===== src/hdl/csc_regs_map.vh =====
`ifndef CSC_REGS_MAP_VH
`define CSC_REGS_MAP_VH

// group base address, offsets are relative to it
`define CSC_BASE_ADDR        32'he000ed00
`define CSC_OFS_IDENTITY     12'h000
`define CSC_OFS_ICS          12'h004
`define CSC_OFS_IRC          12'h00c
`define CSC_OFS_SYSCTL       12'h010
`define CSC_OFS_PRIO_TWO     12'h01c
`define CSC_OFS_PRIO_THREE   12'h020
`define CSC_OFS_EVT_STATUS   12'h040
`define CSC_OFS_EVT_MASK     12'h044

// identity fields
`define CSC_ID_IMPL_MSB      31
`define CSC_ID_IMPL_LSB      24
`define CSC_ID_ARCH_MSB      19
`define CSC_ID_ARCH_LSB      16
`define CSC_ID_PART_MSB      15
`define CSC_ID_PART_LSB      4
`define CSC_ID_REV_MSB       3
`define CSC_ID_REV_LSB       0

// interrupt control and state bits
`define CSC_ICS_NMI_PEND     31
`define CSC_ICS_DC_SET       28
`define CSC_ICS_DC_CLR       27
`define CSC_ICS_TICK_SET     26
`define CSC_ICS_TICK_CLR     25

// reset values
`define CSC_RST_ICS          32'h00000000
`define CSC_RST_IRC          32'hfa050000
`define CSC_RST_SYSCTL       32'h00000000
`define CSC_RST_PRIO         32'h00000000
`define CSC_RST_ARCH         4'h0
`define CSC_RST_REV          4'h0

// event status bits
`define CSC_EVT_NMI          0
`define CSC_EVT_DC           1
`define CSC_EVT_TICK         2
`define CSC_EVT_W            3

`endif


===== src/hdl/csc_pend_bit.v =====
`timescale 1ns/1ps

// one pending flag: set beats clear in the same cycle
module csc_pend_bit (
	input  wire pclk,     // bus clock
	input  wire presetn,  // async reset, active low
	input  wire set_i,    // set request
	input  wire clr_i,    // clear request
	output reg  pend_r    // pending state
);

////////////////////////////////////////////////////////////////////////////////
// set wins so no event is lost against a concurrent clear
always @(posedge pclk or negedge presetn) begin
	if (!presetn)
		pend_r <= 1'b0;
	else if (set_i)
		pend_r <= 1'b1;
	else if (clr_i)
		pend_r <= 1'b0;
end

endmodule // csc_pend_bit


===== src/hdl/csc_sysctl.v =====
`timescale 1ns/1ps
`include "csc_regs_map.vh"

module csc_sysctl #(
	parameter [7:0]  IMPL_CODE = 8'h5a,   // arbitrary value
	parameter [11:0] PART_CODE = 12'h123, // arbitrary value
	parameter [31:0] BASE      = `CSC_BASE_ADDR
) (
	input  wire        pclk,          // bus clock, 10 MHz
	input  wire        presetn,       // async reset, active low
	input  wire        psel,          // apb select
	input  wire        penable,       // apb access phase
	input  wire        pwrite,        // apb write
	input  wire [31:0] paddr,         // apb byte address
	input  wire [31:0] pwdata,        // apb write data
	input  wire [3:0]  pstrb,         // apb byte strobes
	output wire        pready,        // apb ready, always high
	output reg  [31:0] prdata,        // apb read data
	output wire        pslverr,       // apb error on unmapped address
	input  wire        nmi_req,       // nonmaskable request pulse
	input  wire        nmi_enter,     // core enters nonmaskable handler
	input  wire        dc_enter,      // core enters deferred call handler
	input  wire        tick_req,      // tick exception request pulse
	input  wire        tick_enter,    // core enters tick handler
	output wire        nmi_pending,   // nonmaskable pending level
	output wire        dc_pending,    // deferred call pending level
	output wire        tick_pending,  // tick pending level
	output wire [31:0] irc_value,     // interrupt/reset control contents
	output wire [31:0] sysctl_value,  // system control contents
	output wire [31:0] prio_two,      // handler priority two contents
	output wire [31:0] prio_three,    // handler priority three contents
	output wire        irq            // level interrupt, unmasked events
);

////////////////////////////////////////////////////////////////////////////////
// storage
reg  [3:0]             arch_r;
reg  [3:0]             rev_r;
reg  [31:0]            irc_r;
reg  [31:0]            sysctl_r;
reg  [31:0]            prio2_r;
reg  [31:0]            prio3_r;
reg  [`CSC_EVT_W-1:0]  evt_r;
reg  [`CSC_EVT_W-1:0]  mask_r;
reg  [`CSC_EVT_W-1:0]  evt_nxt;
reg  [31:0]            rd_nxt;
reg                    hit;

wire [11:0] ofs;
wire        in_range;
wire        wr_en;
wire        rd_en;
wire        ics_wr;
wire [31:0] ics_read;
wire [31:0] id_read;

// byte-lane merge used by the irc, sysctl and both priority registers
function [31:0] merge;
	input [31:0] old;
	input [31:0] din;
	input [3:0]  strb;
	integer      i;
	begin
		merge = old;
		for (i = 0; i < 4; i = i + 1)
			if (strb[i])
				merge[i*8 +: 8] = din[i*8 +: 8];
	end
endfunction

////////////////////////////////////////////////////////////////////////////////
// address decode; zero-wait slave
assign ofs      = paddr[11:0] - BASE[11:0];
assign in_range = (paddr[31:12] == BASE[31:12]) && (paddr[11:0] >= BASE[11:0]);
assign pready   = 1'b1;
assign wr_en    = psel && penable && pwrite && hit;
assign rd_en    = psel && !penable && !pwrite;
assign pslverr  = psel && penable && !hit;
assign ics_wr   = wr_en && (ofs == `CSC_OFS_ICS) && pstrb[3];

// command bits all sit in the top byte, so byte 3 must be strobed
wire w_nmi    = ics_wr && pwdata[`CSC_ICS_NMI_PEND];
wire w_dc_set = ics_wr && pwdata[`CSC_ICS_DC_SET];
wire w_dc_clr = ics_wr && pwdata[`CSC_ICS_DC_CLR];
wire w_tk_set = ics_wr && pwdata[`CSC_ICS_TICK_SET];
wire w_tk_clr = ics_wr && pwdata[`CSC_ICS_TICK_CLR];

////////////////////////////////////////////////////////////////////////////////
// pending flags; a nmi_req or tick_req reassertion during the handler sets it again
csc_pend_bit u_nmi (
	.pclk    (pclk),
	.presetn (presetn),
	.set_i   (w_nmi | nmi_req),
	.clr_i   (nmi_enter),
	.pend_r  (nmi_pending)
);

csc_pend_bit u_dc (
	.pclk    (pclk),
	.presetn (presetn),
	.set_i   (w_dc_set),
	.clr_i   (w_dc_clr | dc_enter),
	.pend_r  (dc_pending)
);

csc_pend_bit u_tick (
	.pclk    (pclk),
	.presetn (presetn),
	.set_i   (w_tk_set | tick_req),
	.clr_i   (w_tk_clr | tick_enter),
	.pend_r  (tick_pending)
);

////////////////////////////////////////////////////////////////////////////////
// read views; write-only and reserved bits read zero
// pad is 26 bits so tick pending lands on bit 26 and the word is a full 32
assign ics_read = {nmi_pending, 2'b00, dc_pending, 1'b0, tick_pending, 26'h0000000};
assign id_read  = {IMPL_CODE, 4'h0, arch_r, PART_CODE, rev_r};

assign irc_value    = irc_r;
assign sysctl_value = sysctl_r;
assign prio_two     = prio2_r;
assign prio_three   = prio3_r;

////////////////////////////////////////////////////////////////////////////////
// read mux and decode hit
always @* begin
	hit    = in_range;
	rd_nxt = 32'h00000000;
	case (ofs)
		`CSC_OFS_IDENTITY:   rd_nxt = id_read;
		`CSC_OFS_ICS:        rd_nxt = ics_read;
		`CSC_OFS_IRC:        rd_nxt = irc_r;
		`CSC_OFS_SYSCTL:     rd_nxt = sysctl_r;
		`CSC_OFS_PRIO_TWO:   rd_nxt = prio2_r;
		`CSC_OFS_PRIO_THREE: rd_nxt = prio3_r;
		`CSC_OFS_EVT_STATUS: rd_nxt = {29'h0, evt_r};
		`CSC_OFS_EVT_MASK:   rd_nxt = {29'h0, mask_r};
		default:             hit = 1'b0;
	endcase
	if (!in_range)
		rd_nxt = 32'h00000000;
end

// read data registered in setup, valid during access
always @(posedge pclk or negedge presetn) begin
	if (!presetn)
		prdata <= 32'h00000000;
	else if (rd_en)
		prdata <= rd_nxt;
end

////////////////////////////////////////////////////////////////////////////////
// plain read/write registers
always @(posedge pclk or negedge presetn) begin
	if (!presetn) begin
		arch_r   <= `CSC_RST_ARCH;
		rev_r    <= `CSC_RST_REV;
		irc_r    <= `CSC_RST_IRC;
		sysctl_r <= `CSC_RST_SYSCTL;
		prio2_r  <= `CSC_RST_PRIO;
		prio3_r  <= `CSC_RST_PRIO;
		mask_r   <= {`CSC_EVT_W{1'b0}};
	end else if (wr_en) begin
		case (ofs)
			`CSC_OFS_IDENTITY: begin
				// only architecture and revision are writable
				if (pstrb[2])
					arch_r <= pwdata[`CSC_ID_ARCH_MSB:`CSC_ID_ARCH_LSB];
				if (pstrb[0])
					rev_r <= pwdata[`CSC_ID_REV_MSB:`CSC_ID_REV_LSB];
			end
			`CSC_OFS_IRC:        irc_r <= merge(irc_r, pwdata, pstrb);
			`CSC_OFS_SYSCTL:     sysctl_r <= merge(sysctl_r, pwdata, pstrb);
			`CSC_OFS_PRIO_TWO:   prio2_r <= merge(prio2_r, pwdata, pstrb);
			`CSC_OFS_PRIO_THREE: prio3_r <= merge(prio3_r, pwdata, pstrb);
			`CSC_OFS_EVT_MASK: begin
				if (pstrb[0])
					mask_r <= pwdata[`CSC_EVT_W-1:0];
			end
			default: ;
		endcase
	end
end

////////////////////////////////////////////////////////////////////////////////
// sticky event status, write one to clear; new events beat the clear
always @* begin
	evt_nxt = evt_r;
	if (wr_en && (ofs == `CSC_OFS_EVT_STATUS) && pstrb[0])
		evt_nxt = evt_nxt & ~pwdata[`CSC_EVT_W-1:0];
	if (nmi_req | w_nmi)
		evt_nxt[`CSC_EVT_NMI] = 1'b1;
	if (w_dc_set)
		evt_nxt[`CSC_EVT_DC] = 1'b1;
	if (tick_req | w_tk_set)
		evt_nxt[`CSC_EVT_TICK] = 1'b1;
end

always @(posedge pclk or negedge presetn) begin
	if (!presetn)
		evt_r <= {`CSC_EVT_W{1'b0}};
	else
		evt_r <= evt_nxt;
end

// level interrupt while any unmasked event is held
assign irq = |(evt_r & mask_r);

endmodule // csc_sysctl


===== config.mk =====
export PLATFORM = sky130hd
export DESIGN_NAME = csc_sysctl
export DESIGN_NICKNAME = d
export VERILOG_FILES = /design/src/hdl/csc_pend_bit.v /design/src/hdl/csc_sysctl.v
export VERILOG_INCLUDE_DIRS = /design/src /design/src/hdl
export SDC_FILE = /design/constraint.sdc
export NUM_CORES = 1
export LEC_CHECK = 0
export BUFFER_PORTS_ARGS = -buffer_cell sky130_fd_sc_hd__clkbuf_2
export CORE_MARGIN = 4
export CORE_UTILIZATION = 24
export DETAILED_ROUTE_END_ITERATION = 7
export PLACE_DENSITY = 0.45
export SYNTH_ARGS = -nofsm -noshare
export SYNTH_HDL_FRONTEND = slang
export SYNTH_HIERARCHICAL = 1
export SYNTH_SLANG_ARGS = --single-unit

===== constraint.sdc =====
create_clock -name pclk -period 8.15 [get_ports pclk]
set_input_delay 2.445 -clock pclk [delete_from_list [all_inputs] [get_ports pclk]]
set_output_delay 2.445 -clock pclk [all_outputs]
set_load 0.02 [all_outputs]

==> run_summary.xml <==
<?xml version="1.0" encoding="UTF-8"?>
<metrics>
  <group name="run_status">
    <metric name="run_status" unit="">complete, no violations</metric>
  </group>
  <group name="global_routing">
    <metric name="antenna_found_initial" unit="">1</metric>
    <metric name="grt_start_max_net_pins" unit="">76</metric>
    <metric name="grt-ovfl-total" unit="">0</metric>
    <metric name="first_pass_grt_wire_length" unit="um">44900</metric>
    <metric name="first_global_vias" unit="">6739</metric>
    <metric name="groute.usage.overall" unit="">0.166</metric>
  </group>
  <group name="cts">
    <metric name="insertion_delay" unit="ps">450</metric>
    <metric name="cts_repair_resize_count" unit="">0</metric>
    <metric name="h-tree-depth" unit="">4</metric>
    <metric name="tritoncts_num_sinks" unit="">177</metric>
    <metric name="postCtsHoldBufs" unit="">0</metric>
    <metric name="numCtsBuffers" unit="">17</metric>
    <metric name="post-cts-setup-buffers" unit="">0</metric>
    <metric name="clk_path_buf_depth" unit="">2</metric>
    <metric name="tritoncts" unit="">built</metric>
    <metric name="ctsRootBufferMaster" unit="">clkbuf_16</metric>
    <metric name="worst_setup_hold_path_clk_slew" unit="ps">70</metric>
  </group>
  <group name="placed_design">
    <metric name="place.gp.congestion" unit="">0.795</metric>
    <metric name="placed_cell_area" unit="mm^2">0.00991</metric>
    <metric name="number_of_placed_cells_counting_well_taps" unit="">1287</metric>
    <metric name="portBuffers" unit="">242</metric>
    <metric name="hpwl" unit="um">22100</metric>
  </group>
  <group name="worst_setup_path">
    <metric name="worstPathCellList" unit="">clkbuf_2, o211ai_1, nor4_1, o211ai_1, buf_4, o211a_1, clkbuf_2</metric>
    <metric name="path_depth" unit="">7</metric>
    <metric name="worst_setup_path_startpoint" unit="">paddr[9]</metric>
    <metric name="cp-start-kind" unit="">primary input</metric>
    <metric name="critical_path_arrival" unit="ps">4550</metric>
    <metric name="cp.buffers_inverters" unit="">3</metric>
    <metric name="crit_path_top_delay_cell" unit="">nor4_1</metric>
    <metric name="cp.required" unit="ps">5710</metric>
    <metric name="critical_path_class" unit="">in -&gt; out</metric>
    <metric name="r2r_setup_slack" unit="ps">6760</metric>
    <metric name="cp_slowest_stage_delay" unit="ps">760</metric>
    <metric name="worstReg2RegEnd" unit="">prdata[28]</metric>
    <metric name="critical_path.reg2reg.startpoint" unit="">u_dc/pend_r</metric>
    <metric name="largest_fanout_on_the_critical_path" unit="">21</metric>
    <metric name="ff2ff_path_depth" unit="">4</metric>
    <metric name="critical_path.endpoint" unit="">pslverr</metric>
    <metric name="cp-end-kind" unit="">primary output</metric>
    <metric name="path_delay_family" unit="">simple AND/OR/NAND/NOR gates</metric>
  </group>
  <group name="logic_synthesis">
    <metric name="syn-num-nets" unit="">695</metric>
    <metric name="netlist_instances" unit="">617</metric>
    <metric name="synth-seq-area-share" unit="">0.543</metric>
    <metric name="synthDistinctLibCells" unit="">54</metric>
    <metric name="yosysWarnings" unit="">6</metric>
    <metric name="synth.area.top_cells" unit="">dfrtp_1 52%, mux2_2 20%, nor3_4 2.8%</metric>
    <metric name="synthesis.area_per_instance" unit="um^2">13.2</metric>
    <metric name="synth-seq-cells" unit="">177</metric>
    <metric name="synthDominantCellAreaShare" unit="">0.518</metric>
    <metric name="syn_area" unit="mm^2">0.00817</metric>
    <metric name="netlist.top_cell.by_area" unit="">dfrtp_1</metric>
  </group>
  <group name="floorplan">
    <metric name="floorplan.die.height" unit="um">193</metric>
    <metric name="die_area" unit="mm^2">0.0371</metric>
    <metric name="initial_core_utilization" unit="">0.244</metric>
    <metric name="placementRows" unit="">67</metric>
    <metric name="horizontal_die_dimension" unit="um">193</metric>
    <metric name="core-area" unit="mm^2">0.0335</metric>
    <metric name="num_io_pins" unit="">244</metric>
  </group>
  <group name="final_layout">
    <metric name="drive_gt1_frac" unit="">0.538</metric>
    <metric name="layout.cells.most_common_list" unit="">241 x clkbuf_2, 169 x dfrtp_1, 147 x mux2_2</metric>
    <metric name="layout_commonest_cell" unit="">clkbuf_2</metric>
    <metric name="fin_util" unit="">0.314</metric>
    <metric name="fillers" unit="">3511</metric>
    <metric name="area_delta_synth_final" unit="%">28.7</metric>
    <metric name="fin_cells" unit="">1319</metric>
    <metric name="fin_nets" unit="">936</metric>
    <metric name="num_antenna_cells" unit="">0</metric>
    <metric name="fin_area" unit="mm^2">0.0105</metric>
  </group>
  <group name="routing">
    <metric name="remaining_drc_errors" unit="">0</metric>
    <metric name="antenna_violating_nets_post_route" unit="">0</metric>
    <metric name="num_vias" unit="">6371</metric>
    <metric name="drt_pre_antenna_iters" unit="">7</metric>
    <metric name="wire_per_inst" unit="um">23.2</metric>
    <metric name="viasPerCell" unit="">4.83</metric>
    <metric name="drt-initial-drc-count" unit="">305</metric>
    <metric name="drt_wl_total" unit="um">30600</metric>
  </group>
  <group name="sta">
    <metric name="layout_min_cycle_time" unit="ps">6990</metric>
    <metric name="final.period_utilization" unit="">0.858</metric>
    <metric name="timing.final.max_slew_violations" unit="">0</metric>
    <metric name="final-setup-viol-count" unit="">0</metric>
    <metric name="final_hold_viol_count" unit="">0</metric>
    <metric name="measured_slew_at_the_worst_slew_check_pin" unit="ps">1140</metric>
    <metric name="finalClockSkew" unit="ps">14.0</metric>
    <metric name="rsz_0062_raised_after_global_routing" unit="">no</metric>
    <metric name="totalNegativeSetupSlack" unit="ps">0</metric>
    <metric name="timing.fmax" unit="MHz">143</metric>
    <metric name="slew-limit-headroom" unit="">0.238</metric>
  </group>
  <group name="worst_hold_path">
    <metric name="worst_hold_path_type" unit="">reg -&gt; reg</metric>
    <metric name="hold_path_startpoint" unit="">prdata[11]</metric>
  </group>
  <group name="flow_run">
    <metric name="max-cap-violations" unit="">0</metric>
  </group>
  <group name="power">
    <metric name="power_density" unit="mW/mm^2">173</metric>
    <metric name="leakagePower" unit="nW">5.38</metric>
    <metric name="vdd_ir_drop_max" unit="mV">0.134</metric>
  </group>
</metrics>
==> sequential cells by signal, summed over array words and instances (netlist names) <==
signal,count
rev_r,4
u_dc/pend_r,1
sysctl_value,32
irc_value,32
arch_r,4
u_nmi/pend_r,1
evt_r,3
mask_r,3
prio_three,32
u_tick/pend_r,1
prdata,32
prio_two,32
==> logic make-up (layout without fill, tap and decap cells) <==
kind of cell           count (synthesis)  count (layout)  synth area share
DFF                                  177             177             0.543
muxes                                170             170             0.233
buffers and inverters                 35             289            0.0188
other                                  1               1          0.000459
AOI/OAI and AO/OA                    108             108             0.101
and+or+nand+nor                      126             126             0.103
==> per-layer routing <==
layer  track usage  share of wire  vias to the layer above
met2         0.267           0.47                      191
li1              -              -                     2851
met1         0.211           0.43                     3290
met4        0.0502          0.020                        2
met3        0.0566          0.073                       37
met5             0        0.00043                        -
==> power by group <==
part | switching (mW) | total (mW) | internal (mW)
sequential | 0.000672 | 0.879 | 0.878
clock | 0.399 | 0.862 | 0.462
combinational | 0.0576 | 0.0820 | 0.0245
==> how the worst min path moves through the flow <==
stage | end | slack (ps) | cells after the start
after global placement | prdata[26] | 470 | 2
after detailed placement | prdata[0] | 480 | 2
after global routing | rev_r[1] | 520 | 1
final | prdata[11] | 490 | 2
after CTS | prdata[0] | 490 | 2
after floorplan | rev_r[0] | 480 | 1
==> worst min-delay path, cell delays in order, from the launching register on <==
cell and delay (ps):
dfrtp_1 340, nand2_1 50, o21ai_0 60
==> Yosys cell counts (all sizes together) <==
master / n
dfrtp: 169
mux2: 159
nand2: 43
o21ai: 27
clkbuf: 18
nor3: 18
a222oi: 17
a22o: 17
buf: 11
mux2i: 11
nor4: 11
a22oi: 10
dfstp: 8
nand3: 8
or3: 8
nor2: 7
o211ai: 7
o311ai: 7
inv: 6
a21o: 5
nand4: 5
and3: 4
nand2b: 4
o22ai: 3
o41ai: 3
or2: 3
or4: 3
a221oi: 2
a31o: 2
a32oi: 2
and2: 2
nor2b: 2
nor4b: 2
o211a: 2
or3b: 2
a2111oi: 1
a211o: 1
a21oi: 1
and4: 1
conb: 1
nand4bb: 1
nor3b: 1
o31ai: 1
or4b: 1
==> through the flow <==
step                power, mW  setup slack [ps]  hold slack, ps
floorplan               0.921              1670             479
global placement        0.981              1190             468
finish                   1.82              1160             485
global route             1.90              1060             520
detailed placement      0.980              1170             475
CTS                      1.85              1170             492
==> layout make-up <==
class | count | area, um^2 | area share
clock buffers | 17 | 425 | 0.0405
clock inverters | 15 | 179 | 0.0170
inverters | 6 | 22.5 | 0.00214
multi-input cells | 405 | 3600 | 0.343
flip-flops and latches | 177 | 4440 | 0.422
well taps | 448 | 561 | 0.0533
repair buffers | 251 | 1280 | 0.122
No activity file was read; power rests on OpenSTA's default activity.
